File: src/margin_check_regs.svh
// constants for the margin check controller: word fields, codes, timing
`ifndef MARGIN_CHECK_REGS_SVH
`define MARGIN_CHECK_REGS_SVH
// control word bit positions, word is bits [35:0], bit 35 = left sign
`define MC_WORD_W 36
`define MC_TYPE_POS 35
`define MC_ARST_LSB 33
`define MC_RRST_LSB 31
`define MC_DUR_LSB 29
`define MC_POL_POS 28
`define MC_HINT_POS 27
`define MC_MAG_LSB 23
`define MC_VGRP_LSB 20
`define MC_EQ_LSB 16
`define MC_CGRP_LSB 6
`define MC_LINE_LSB 0
// codes
`define MC_EQ_SIMPLEX 4'h9
`define MC_DUR_INF 2'h0
`define MC_DUR_3S 2'h1
`define MC_DUR_7S 2'h2
// restart addresses and load word count
`define MC_ADDR_ZERO 17'h00000
`define MC_ADDR_TEST 17'h1FFF0
`define MC_LOAD_WORDS 6'h18
// times
`define MC_CLK_NS 10
`define MC_T3_MS 3000
`define MC_T7_MS 7000
`define MC_T30_MS 30000
`define MC_CLR_MS 400
`endif

File: src/margin_check_pkg.sv
// types shared by the margin check controller
package margin_check_pkg;
    typedef enum logic [1:0] {
        RST_DRUM = 2'b00,
        RST_ZERO = 2'b01,
        RST_TEST = 2'b10,
        RST_CARD = 2'b11
    } restart_e;
    typedef enum logic [2:0] {
        ST_IDLE = 3'b000,
        ST_APPLIED = 3'b001,
        ST_CLEAR_WAIT = 3'b010,
        ST_CLEAR = 3'b011,
        ST_LOAD = 3'b100,
        ST_GO = 3'b101
    } state_e;
endpackage

File: src/magnitude_rom.sv
// magnitude code to volts table with registered output
`timescale 1ns/1ns
module magnitude_rom (
    input wire logic i_sys_clk,
    input wire logic i_arst_n,
    input wire logic [3:0] i_code,
    output logic [6:0] o_volts
);
    logic [6:0] volts_d;
    // monotonic level table
    always_comb begin
        case (i_code)
            4'h0: volts_d = 7'h00;
            4'h1: volts_d = 7'h0A;
            4'h2: volts_d = 7'h0C;
            4'h3: volts_d = 7'h0E;
            4'h4: volts_d = 7'h10;
            4'h5: volts_d = 7'h12;
            4'h6: volts_d = 7'h14;
            4'h7: volts_d = 7'h19;
            4'h8: volts_d = 7'h1E;
            4'h9: volts_d = 7'h23;
            4'hA: volts_d = 7'h28;
            4'hB: volts_d = 7'h32;
            4'hC: volts_d = 7'h3C;
            4'hD: volts_d = 7'h46;
            4'hE: volts_d = 7'h55;
            default: volts_d = 7'h64;
        endcase
    end
    // registered read
    always_ff @(posedge i_sys_clk or negedge i_arst_n) begin
        if (!i_arst_n) begin
            o_volts <= 7'h00;
        end else begin
            o_volts <= volts_d;
        end
    end
endmodule // magnitude_rom

File: src/margin_check_controller.sv
// margin check controller: decodes control words, times excursions, sequences restarts
`timescale 1ns/1ns
`include "margin_check_regs.svh"
// How it works
// - sign bit one marks a start word with full new selection.
// - start word drops old selection, latches new; equipment 1001 means simplex.
// - sign bit zero is a change word altering magnitude, polarity, applied restart only.
// - change word restarts duration timer from zero, keeping old duration.
// - change word is ignored unless an excursion is still applied.
// - duration field picks infinite, 3 s, 7 s or 30 s.
// - timer expiry removes excursion, clears control, runs removal restart.
// - apply zeroes all duration timers before selecting one.
// - polarity zero is positive, one is negative.
// - magnitude code maps to sixteen rising levels, 0 V to 100 V.
// - applied magnitude never exceeds the selected line's safe limit.
// - safe limit hint bit is ignored.
// - duplex and simplex removals each clear control before removal restart.
// - control clear resets all computing and control flip-flops.
// - apply sets duplex or simplex sense flag; removals clear their flag.
// - sense branches fire only when flag set and leave it alone.
// - two independent restart fields for applied and removed, four modes.
// - drum restart copies 30 octal words to core zero, continues at zero.
// - test restart sets program counter to first test memory location.
// - card restart loads one card of 30 octal words, continues at zero.
// - apply to control clear delay lies in 300 to 500 ms.
// - apply takes live register word and removes any applied excursion.
module margin_check_controller #(
    // ms to cycles, worked in 64 bits so the long durations do not overflow
    parameter int unsigned CLR_CYC = 32'((64'(`MC_CLR_MS) * 64'hF4240) / 64'(`MC_CLK_NS)),
    parameter int unsigned T3_CYC = 32'((64'(`MC_T3_MS) * 64'hF4240) / 64'(`MC_CLK_NS)),
    parameter int unsigned T7_CYC = 32'((64'(`MC_T7_MS) * 64'hF4240) / 64'(`MC_CLK_NS)),
    parameter int unsigned T30_CYC = 32'((64'(`MC_T30_MS) * 64'hF4240) / 64'(`MC_CLK_NS))
) (
    input wire logic i_sys_clk,
    input wire logic i_arst_n,
    input wire logic [35:0] i_live_word,
    input wire logic i_apply,
    input wire logic i_remove_duplex,
    input wire logic i_remove_simplex,
    input wire logic i_sense_duplex,
    input wire logic i_sense_simplex,
    input wire logic [6:0] i_safe_limit,
    input wire logic i_load_ack,
    output logic o_branch,
    output logic o_duplex_flag,
    output logic o_simplex_flag,
    output logic o_excursion_on,
    output logic o_polarity_neg,
    output logic [6:0] o_volts,
    output logic [2:0] o_voltage_group,
    output logic [3:0] o_equipment_group,
    output logic [5:0] o_circuit_groups,
    output logic [5:0] o_lines,
    output logic o_control_clear,
    output logic o_load_req,
    output logic o_load_card,
    output logic [16:0] o_load_addr,
    output logic o_pc_load,
    output logic [16:0] o_pc_value
);
    typedef struct packed {
        margin_check_pkg::state_e st;
        logic removing;
        logic [31:0] dur_cnt;
        logic [31:0] clr_cnt;
        logic [1:0] arst;
        logic [1:0] rrst;
        logic [1:0] dur;
        logic pol;
        logic [3:0] mag;
        logic [2:0] vgrp;
        logic [3:0] eq;
        logic [5:0] cgrp;
        logic [5:0] line;
        logic on;
        logic dflag;
        logic sflag;
        logic branch;
        logic cclr;
        logic load_req;
        logic load_card;
        logic [5:0] load_idx;
        logic pc_load;
        logic [16:0] pc_val;
    } state_s;

    state_s s_q;
    state_s s_d;
    logic [6:0] table_volts;
    logic [31:0] dur_limit;
    margin_check_pkg::restart_e mode;

    // duration code to cycle count
    function automatic logic [31:0] dur_cycles(input logic [1:0] code);
        case (code)
            `MC_DUR_3S: dur_cycles = 32'(T3_CYC);
            `MC_DUR_7S: dur_cycles = 32'(T7_CYC);
            default: dur_cycles = 32'(T30_CYC);
        endcase
    endfunction

    magnitude_rom u_rom (
        .i_sys_clk(i_sys_clk),
        .i_arst_n(i_arst_n),
        .i_code(s_q.mag),
        .o_volts(table_volts)
    );

    assign dur_limit = dur_cycles(s_q.dur);
    assign mode = margin_check_pkg::restart_e'(s_q.removing ? s_q.rrst : s_q.arst);

    // next-state logic
    always_comb begin
        s_d = s_q;
        s_d.branch = 1'b0;
        s_d.cclr = 1'b0;
        s_d.pc_load = 1'b0;
        // sense branches read flags only
        s_d.branch = (i_sense_duplex & s_q.dflag) | (i_sense_simplex & s_q.sflag);
        // running duration timer while applied
        if (s_q.on && s_q.dur != `MC_DUR_INF) begin
            s_d.dur_cnt = s_q.dur_cnt + 32'h1;
        end
        case (s_q.st)
            margin_check_pkg::ST_IDLE, margin_check_pkg::ST_APPLIED: begin
                if (i_apply) begin
                    if (i_live_word[`MC_TYPE_POS]) begin
                        // start word: drop old, latch new
                        s_d.on = 1'b1;
                        s_d.arst = i_live_word[`MC_ARST_LSB +: 2];
                        s_d.rrst = i_live_word[`MC_RRST_LSB +: 2];
                        s_d.dur = i_live_word[`MC_DUR_LSB +: 2];
                        s_d.pol = i_live_word[`MC_POL_POS];
                        s_d.mag = i_live_word[`MC_MAG_LSB +: 4]; // hint bit unused
                        s_d.vgrp = i_live_word[`MC_VGRP_LSB +: 3];
                        s_d.eq = i_live_word[`MC_EQ_LSB +: 4];
                        s_d.cgrp = i_live_word[`MC_CGRP_LSB +: 6];
                        s_d.line = i_live_word[`MC_LINE_LSB +: 6];
                        s_d.dur_cnt = 32'h0;
                        s_d.removing = 1'b0;
                        s_d.clr_cnt = 32'h0;
                        s_d.st = margin_check_pkg::ST_CLEAR_WAIT;
                        if (i_live_word[`MC_EQ_LSB +: 4] == `MC_EQ_SIMPLEX) begin
                            s_d.sflag = 1'b1;
                            s_d.dflag = 1'b0; // old duplex excursion dropped
                        end else begin
                            s_d.dflag = 1'b1;
                            s_d.sflag = 1'b0; // old simplex excursion dropped
                        end
                    end else if (s_q.on) begin
                        // change word: keep selection and duration
                        s_d.arst = i_live_word[`MC_ARST_LSB +: 2];
                        s_d.pol = i_live_word[`MC_POL_POS];
                        s_d.mag = i_live_word[`MC_MAG_LSB +: 4];
                        s_d.dur_cnt = 32'h0;
                        s_d.removing = 1'b0;
                        s_d.clr_cnt = 32'h0;
                        s_d.st = margin_check_pkg::ST_CLEAR_WAIT;
                    end
                end else if (i_remove_duplex || i_remove_simplex) begin
                    // removal instruction
                    s_d.on = 1'b0;
                    s_d.removing = 1'b1;
                    s_d.clr_cnt = 32'h0;
                    s_d.st = margin_check_pkg::ST_CLEAR_WAIT;
                    if (i_remove_duplex) begin
                        s_d.dflag = 1'b0;
                    end
                    if (i_remove_simplex) begin
                        s_d.sflag = 1'b0;
                    end
                end else if (s_q.on && s_q.dur != `MC_DUR_INF && s_q.dur_cnt >= dur_limit) begin
                    // timer expiry removes excursion
                    s_d.on = 1'b0;
                    s_d.removing = 1'b1;
                    s_d.dflag = 1'b0;
                    s_d.sflag = 1'b0;
                    s_d.st = margin_check_pkg::ST_CLEAR;
                end
            end
            margin_check_pkg::ST_CLEAR_WAIT: begin
                s_d.clr_cnt = s_q.clr_cnt + 32'h1;
                if (s_q.clr_cnt >= 32'(CLR_CYC) - 32'h1) begin
                    s_d.st = margin_check_pkg::ST_CLEAR;
                end
            end
            margin_check_pkg::ST_CLEAR: begin
                s_d.cclr = 1'b1;
                s_d.load_idx = 6'h00;
                if (mode == margin_check_pkg::RST_DRUM || mode == margin_check_pkg::RST_CARD) begin
                    s_d.load_req = 1'b1;
                    s_d.load_card = (mode == margin_check_pkg::RST_CARD);
                    s_d.st = margin_check_pkg::ST_LOAD;
                end else begin
                    s_d.st = margin_check_pkg::ST_GO;
                end
            end
            margin_check_pkg::ST_LOAD: begin
                // one word per acknowledge into core 0..27 octal
                if (i_load_ack) begin
                    s_d.load_idx = s_q.load_idx + 6'h01;
                    if (s_q.load_idx == `MC_LOAD_WORDS - 6'h01) begin
                        s_d.load_req = 1'b0;
                        s_d.load_card = 1'b0;
                        s_d.st = margin_check_pkg::ST_GO;
                    end
                end
            end
            default: begin
                s_d.pc_load = 1'b1;
                s_d.pc_val = (mode == margin_check_pkg::RST_TEST) ? `MC_ADDR_TEST : `MC_ADDR_ZERO;
                s_d.st = s_q.on ? margin_check_pkg::ST_APPLIED : margin_check_pkg::ST_IDLE;
            end
        endcase
    end

    // state register
    always_ff @(posedge i_sys_clk or negedge i_arst_n) begin
        if (!i_arst_n) begin
            s_q <= '0;
        end else begin
            s_q <= s_d;
        end
    end

    // output registers; magnitude clamped to safe limit
    always_ff @(posedge i_sys_clk or negedge i_arst_n) begin
        if (!i_arst_n) begin
            o_volts <= 7'h00;
            o_branch <= 1'b0;
            o_duplex_flag <= 1'b0;
            o_simplex_flag <= 1'b0;
            o_excursion_on <= 1'b0;
            o_polarity_neg <= 1'b0;
            o_voltage_group <= 3'h0;
            o_equipment_group <= 4'h0;
            o_circuit_groups <= 6'h00;
            o_lines <= 6'h00;
            o_control_clear <= 1'b0;
            o_load_req <= 1'b0;
            o_load_card <= 1'b0;
            o_load_addr <= 17'h00000;
            o_pc_load <= 1'b0;
            o_pc_value <= 17'h00000;
        end else begin
            o_volts <= !s_q.on ? 7'h00 : (table_volts > i_safe_limit ? i_safe_limit : table_volts);
            o_branch <= s_q.branch;
            o_duplex_flag <= s_q.dflag;
            o_simplex_flag <= s_q.sflag;
            o_excursion_on <= s_q.on;
            o_polarity_neg <= s_q.pol;
            o_voltage_group <= s_q.vgrp;
            o_equipment_group <= s_q.eq;
            o_circuit_groups <= s_q.cgrp;
            o_lines <= s_q.line;
            o_control_clear <= s_q.cclr;
            o_load_req <= s_d.load_req; // in step with the acks counted in s_q
            o_load_card <= s_d.load_card;
            o_load_addr <= {11'h000, s_d.load_idx}; // index of the word now offered
            o_pc_load <= s_q.pc_load;
            o_pc_value <= s_q.pc_val;
        end
    end
endmodule // margin_check_controller

File: config.mk
export PLATFORM = sky130hd
export DESIGN_NAME = margin_check_controller
export DESIGN_NICKNAME = d
export VERILOG_FILES = /design/src/margin_check_pkg.sv /design/src/magnitude_rom.sv /design/src/margin_check_controller.sv
export VERILOG_INCLUDE_DIRS = /design/src
export SDC_FILE = /design/constraint.sdc
export NUM_CORES = 1
export LEC_CHECK = 0
export BUFFER_PORTS_ARGS = -buffer_cell sky130_fd_sc_hd__buf_2
export CELL_PAD_IN_SITES_DETAIL_PLACEMENT = 1
export CELL_PAD_IN_SITES_GLOBAL_PLACEMENT = 2
export CORE_ASPECT_RATIO = 1.1
export CORE_MARGIN = 2
export CORE_UTILIZATION = 25
export DETAILED_ROUTE_END_ITERATION = 6
export PLACE_DENSITY = 0.69
export SYNTH_ARGS = -nofsm -noshare
export SYNTH_HDL_FRONTEND = slang
export SYNTH_SLANG_ARGS = --single-unit
File: constraint.sdc
create_clock -name i_sys_clk -period 4.37 [get_ports i_sys_clk]
set_input_delay 0.2185 -clock i_sys_clk [delete_from_list [all_inputs] [get_ports i_sys_clk]]
set_output_delay 0.2185 -clock i_sys_clk [all_outputs]
set_load 0.05 [all_outputs]
# [Word level (Yosys, flattened, before mapping)]
# Memory sizes are Yosys's and may differ from the RTL's. A register that Yosys moved wholly into a read port is not among the register bits.
# Index checks and enable logic that the tools add are counted.
[word_totals] word_cells=128 latchBits=0 rom_bits=112 mem_count=1 out_inout_bits=69 mem_bits_rw=0 regBits=179 inputBits=51
[classes] multipliers=0 reduce_logical=24 n_div=0 eq_ne=21 mux=37 shifts=0 bitwise=3 add_sub_neg=3 order_cmp=3
[mem_list] name="(name not given)" words=16 word_bits=7 read_ports=1 rd_ports_with_merged_regs=1 wr=0 line_no="magnitude_rom.sv:12" text="case (i_code)"
[ops] operator="two-way mux 32 bit" n=5
[ops] operator="two-way mux 70 bit" n=2
[ops] operator="case mux 32 bit (2 select lines)" n=2
[ops] operator="adder 32 x 1 -> 32 bit, second input constant" n=2
[ops] operator="greater-or-equal comparator 32 x 26 -> 1 bit, second input constant" n=1
[ops] operator="greater-or-equal comparator 32 bit" n=1
[ops] operator="two-way mux 3 bit" n=7
[ops] operator="two-way mux 18 bit" n=1
[ops] operator="two-way mux 17 bit" n=1
[ops] operator="case mux 8 bit (2 select lines)" n=1
[ops] operator="AND reduction 3 bit" n=5
[ops] operator="two-way mux 7 bit" n=2
[ops] operator="two-way mux 4 bit" n=3
[ops] operator="case mux 3 bit (4 select lines)" n=1
[ops] operator="AND reduction 4 bit" n=3
[ops] operator="two-way mux 5 bit" n=2
[ops] operator="inequality test 2 bit, second input constant" n=5
[ops] operator="inequality test 3 bit, second input constant" n=3
[ops] operator="two-way mux 2 bit" n=4
[ops] operator="two-way mux 8 bit" n=1
[ops] operator="inequality test 4 bit, second input constant" n=2
[ops] operator="nonzero test 2 bit" n=4
[ops] operator="> comparator 7 bit" n=1
[ops] operator="adder 6 x 1 -> 6 bit, second input constant" n=1
[ops] operator="21 further kinds" n=31

# [Longest topological paths before layout]
[depth] ltp_word=8 ltp_mapped=11 depth_no_buf=10

# [Modules after synthesis]
# From an unflattened synthesis, not the netlist that was laid out.
[unflattened] hier_cells=734 area_unflattened_um2=7669.9
[modules_own_cells] mod="margin_check_controller" instances=1 area_each_um2=7249.5 seq_area_each_um2=3678.5 cells_per_inst=699
[modules_own_cells] mod="magnitude_rom" instances=1 area_each_um2=420.4 seq_area_each_um2=175.2 cells_per_inst=35

# [Worst setup path before layout]
# OpenSTA, ideal clock, no wires.
[synth_path] kind="register to register" startpoint="register s_q[55] (netlist bit)" endpoint="register s_q[28] (netlist bit)" required_ns=4.245 period_less_slack_ns=2.570 setup_time_ns=0.125 path_slack_ns=1.800 stages_incl_launch_ff=11 arrival_ns=2.446 path_buffers=1 cell_sequence="dfrtp_1 inv_1 ha_1 buf_2 inv_1 ha_1 nand3_1 o41ai_1 a211oi_1 o21ai_2 mux2_2"
[synth_between] elab_chain_len=6 elab_cells_between_ends=9 classes_between="1 x order compare; 2 x eq/ne; 1 x mux; 5 x reduce/logical"
[synth_rtl] item="start, declared" line_no="margin_check_controller.sv:87" text="state_s s_q;"
[synth_rtl] item="start signal, assigned" line_no="margin_check_controller.sv:220" text="s_q <= '0;"
[synth_rtl] item="start signal, assigned" line_no="margin_check_controller.sv:222" text="s_q <= s_d;"
[synth_rtl] item="equality test 2 bit or equality test 2 x 1 -> 1 bit (tied branches)" line_no="margin_check_controller.sv:95" text="case (code)"
[synth_rtl] item="case mux 32 bit (2 select lines)" line_no="margin_check_controller.sv:95"
[synth_rtl] item="greater-or-equal comparator 32 bit" line_no="margin_check_controller.sv:172" text="end else if (s_q.on && s_q.dur != `MC_DUR_INF && s_q.dur_cnt >= dur_limit) begin"
[synth_rtl] item="logical AND 1 bit (*)" line_no="margin_check_controller.sv:172"
[synth_rtl] item="nonzero test 3 bit (no source line) (*)"
[synth_rtl] item="AND reduction 4 bit (no source line) (*)"
# Every way passes the cells marked *; elsewhere a longest branch is shown, timed or not.
# A chain may end at the register's enable or synchronous reset.

# [Final worst setup path]
# Same ends and word-level chain as after synthesis.

==> flow_metrics.tcl <==
set metrics [dict create \
    status "finished clean" \
    reg2reg_setup_slack_ns 1.24 \
    endpoint_kind "register" \
    grt_pass1_wl_microns 30790 \
    fp.dieH_microns 189.0 \
    irDropWorstVdd_mv 0.2526 \
    clk_latency_ns 0.42 \
    grt_start_max_net_pins 95 \
    drv_slew 0 \
    firstDrtPassIters 4 \
    ios 120 \
    antenna_found_initial 2 \
    totalWireLength_microns 18180 \
    avgViaCountPerCell 4.461 \
    final_core_util_pct 29.97 \
    syn_area_sq_um 7776 \
    reg2reg_depth 9 \
    startpoint "s_q[55]$_DFFE_PN0P_" \
    p_leak_nw 4.226 \
    synth_most_common_cell "dfrtp_1" \
    timing.max_cap.violations 0 \
    cts_buffers 17 \
    r2r_end "s_q[28]$_DFFE_PN0P_" \
    die_area_sq_um 32530 \
    cts_tree "yes" \
    crit_end "s_q[28]$_DFFE_PN0P_" \
    ys_top_cells_by_count "dfrtp_1, nand2_1, nor2_1" \
    place.gp.congestion 0.7210 \
    postSynthCellCount 745 \
    fill_cells 3503 \
    final_area_sq_um 9144 \
    clockBufferDepth 2 \
    yosys_warnings 0 \
    finalSetupTns_ns 0 \
    required_ns 4.68 \
    p_per_area_nw_per_um2 631.4 \
    clkTransAtPathRegs_ns 0.06 \
    critPathMaxFanout 13 \
    ys.flop_type "dfrtp_1" \
    syn_area_per_cell_sq_um 10.44 \
    htree_levels 4 \
    yosys.area.top_type "dfrtp_1" \
    detailed_place_hpwl_microns 12980 \
    worstMarginPinSlew_ns 0.9009 \
    worstSetupPathType "register to register" \
    hp-class "input pin to register" \
    finalCriticalPeriod_ns 3.127 \
    post-cts-setup-buffers 0 \
    hold_viol 0 \
    nNetsFinal 910 \
    yosysUniqueCellTypes 67 \
    rsz0062_at_grt "false" \
    grt_usage_pct 12.00 \
    multiInputGateArea_sq_um 3497 \
    seq_area_sq_um 3854 \
    drtIter0Drc 267 \
    placed_cell_area_sq_um 8528 \
    fmax_ghz 0.3198 \
    cts.sinks 154 \
    worstPathArrival_ns 3.44 \
    fin_skew_ns 0.007692 \
    drc 0 \
    synth_edf_count 0 \
    post_drt_wl_per_cell_microns 14.48 \
    fp-row-count 67 \
    ys_seq_elements 154 \
    start_util_pct 25.48 \
    synthToLayoutAreaGrowth_pct 17.59 \
    synthTopCellsByArea "dfrtp_1, ha_1, mux2i_1, nand2_1, mux2_2" \
    hold_slack_ns 0.02434 \
    crit-reg2reg-launch "s_q[55]$_DFFE_PN0P_" \
    slew_headroom_pct 39.94 \
    core_sq_um 30510 \
    drive_gt1_share_pct 20.83 \
    first_global_vias 5810 \
    fin_crit_sh_pct 71.56 \
    start_kind "register" \
    num_vias 5598 \
    seq_area_frac_synth_pct 49.56 \
    ant_nets 0 \
    overflow 0 \
    setup_viol 0 \
    cts_root_buf "clkbuf_16" \
    async_flop_share_pct 100.0 \
    die_width_microns 172.2 \
    synth.top_cell.area_share_pct 49.56 \
    portBuffers 99 \
]
[sequential cells by signal (all words and copies together), names as in the netlist, 3 cells and up]
| name | flops |
|---|---|
| o_circuit_groups | 6 |
| o_equipment_group | 4 |
| o_lines | 6 |
| o_load_addr | 6 |
| o_voltage_group | 3 |
| o_volts | 7 |
| s_q | 105 |
| u_rom.o_volts | 7 |
[worst min-delay path by stage]
stage | startpoint | cells past startpoint | slack [ns] | end
floorplan | i_arst_n | 0 | -0.08 | o_branch$_DFF_PN0_
global placement | s_q[26]$_DFF_PN0_ | 0 | 0.33 | o_control_clear$_DFF_PN0_
detailed placement | s_q[26]$_DFF_PN0_ | 0 | 0.34 | o_control_clear$_DFF_PN0_
CTS | i_live_word[21] | 2 | 0.001 | s_q[48]$_DFFE_PN0P_
global route | i_live_word[21] | 2 | 0.006 | s_q[48]$_DFFE_PN0P_
finish | i_live_word[11] | 2 | 0.02 | s_q[42]$_DFFE_PN0P_
[critical path, cell delays in order (launching register included)]
cell and delay (ns):
dfrtp_1 0.37, inv_1 0.10, ha_1 0.63, inv_1 0.14
ha_1 0.32, nand3_1 0.08, o41ai_1 0.54, a211oi_1 0.19
o21ai_2 0.28, mux2_2 0.36
[power by group]
group / internal [mW] / switching (mW) / total [mW]
clock network: 0.858 / 0.602 / 1.46
registers: 1.81 / 0.281 / 2.09
logic: 0.691 / 1.53 / 2.22
total: 3.36 / 2.41 / 5.77
[metrics by stage]
stage	worst slack, ns	instances	power (mW)
2_1_floorplan	1.800	759	3.873
3_3_place_gp	1.305	1218	4.349
3_5_place_dp	1.156	1218	4.391
4_1_cts	1.145	1254	5.894
5_1_grt	0.9024	1254	6.189
6_report	1.243	1255	5.774
[cells in the final DEF, fill, tap and decap left out, drive strengths merged, types with 7 or more instances in the layout]
master / netlist / final
mux2: 25 / 25
nand3: 28 / 28
nor2: 58 / 58
conb: 1 / 15
dfrtp: 154 / 154
inv: 32 / 33
xnor2: 24 / 24
ha: 32 / 32
nand4: 20 / 20
o21ai: 21 / 21
xor2: 16 / 16
o21a: 7 / 7
nor3: 16 / 16
a21oi: 20 / 20
clkbuf: 15 / 22
and4: 10 / 10
nor2b: 13 / 13
mux2i: 32 / 32
buf: 44 / 104
and3: 9 / 9
and2: 7 / 7
nor4: 8 / 8
o31ai: 8 / 8
nand2: 83 / 83
[layout make-up]
cell class | count | area share [%]
well taps | 414 | 5.665
clock buffers | 22 | 4.967
diodes | 1 | 0.02737
repair buffers | 108 | 6.336
multi-input cells | 514 | 38.25
inverters | 32 | 1.314
clock inverters | 10 | 1.300
flip-flops and latches | 154 | 42.15
[kinds of logic (layout without fill, tap and decap cells)]
logic type / after synthesis / after routing / share of synthesized area, %
other: 1 / 16 / 0.04822
adders and majority gates: 33 / 33 / 5.278
buffers and inverters: 91 / 172 / 6.227
AOI/OAI and AO/OA: 88 / 88 / 7.981
and+or+nand+nor: 281 / 281 / 18.66
muxes: 57 / 57 / 7.739
DFF: 154 / 154 / 49.56
xor gates and xnor gates: 40 / 40 / 4.505
[routing by layer]
layer | share of wire [%] | vias to the layer above | GRT usage, %
met5 | 0.072 | - | 0
met4 | 1.8 | 2 | 4.137
met3 | 4.4 | 20 | 2.947
met2 | 48 | 90 | 19.20
met1 | 46 | 2786 | 15.78
li1 | - | 2700 | -
[what timing repair did]
item                                   CTS  global route
hold buffers                             4             0
endpoints found under the hold margin   95             0
resized for setup                        0             0
Power figures use the tool's default switching activity.
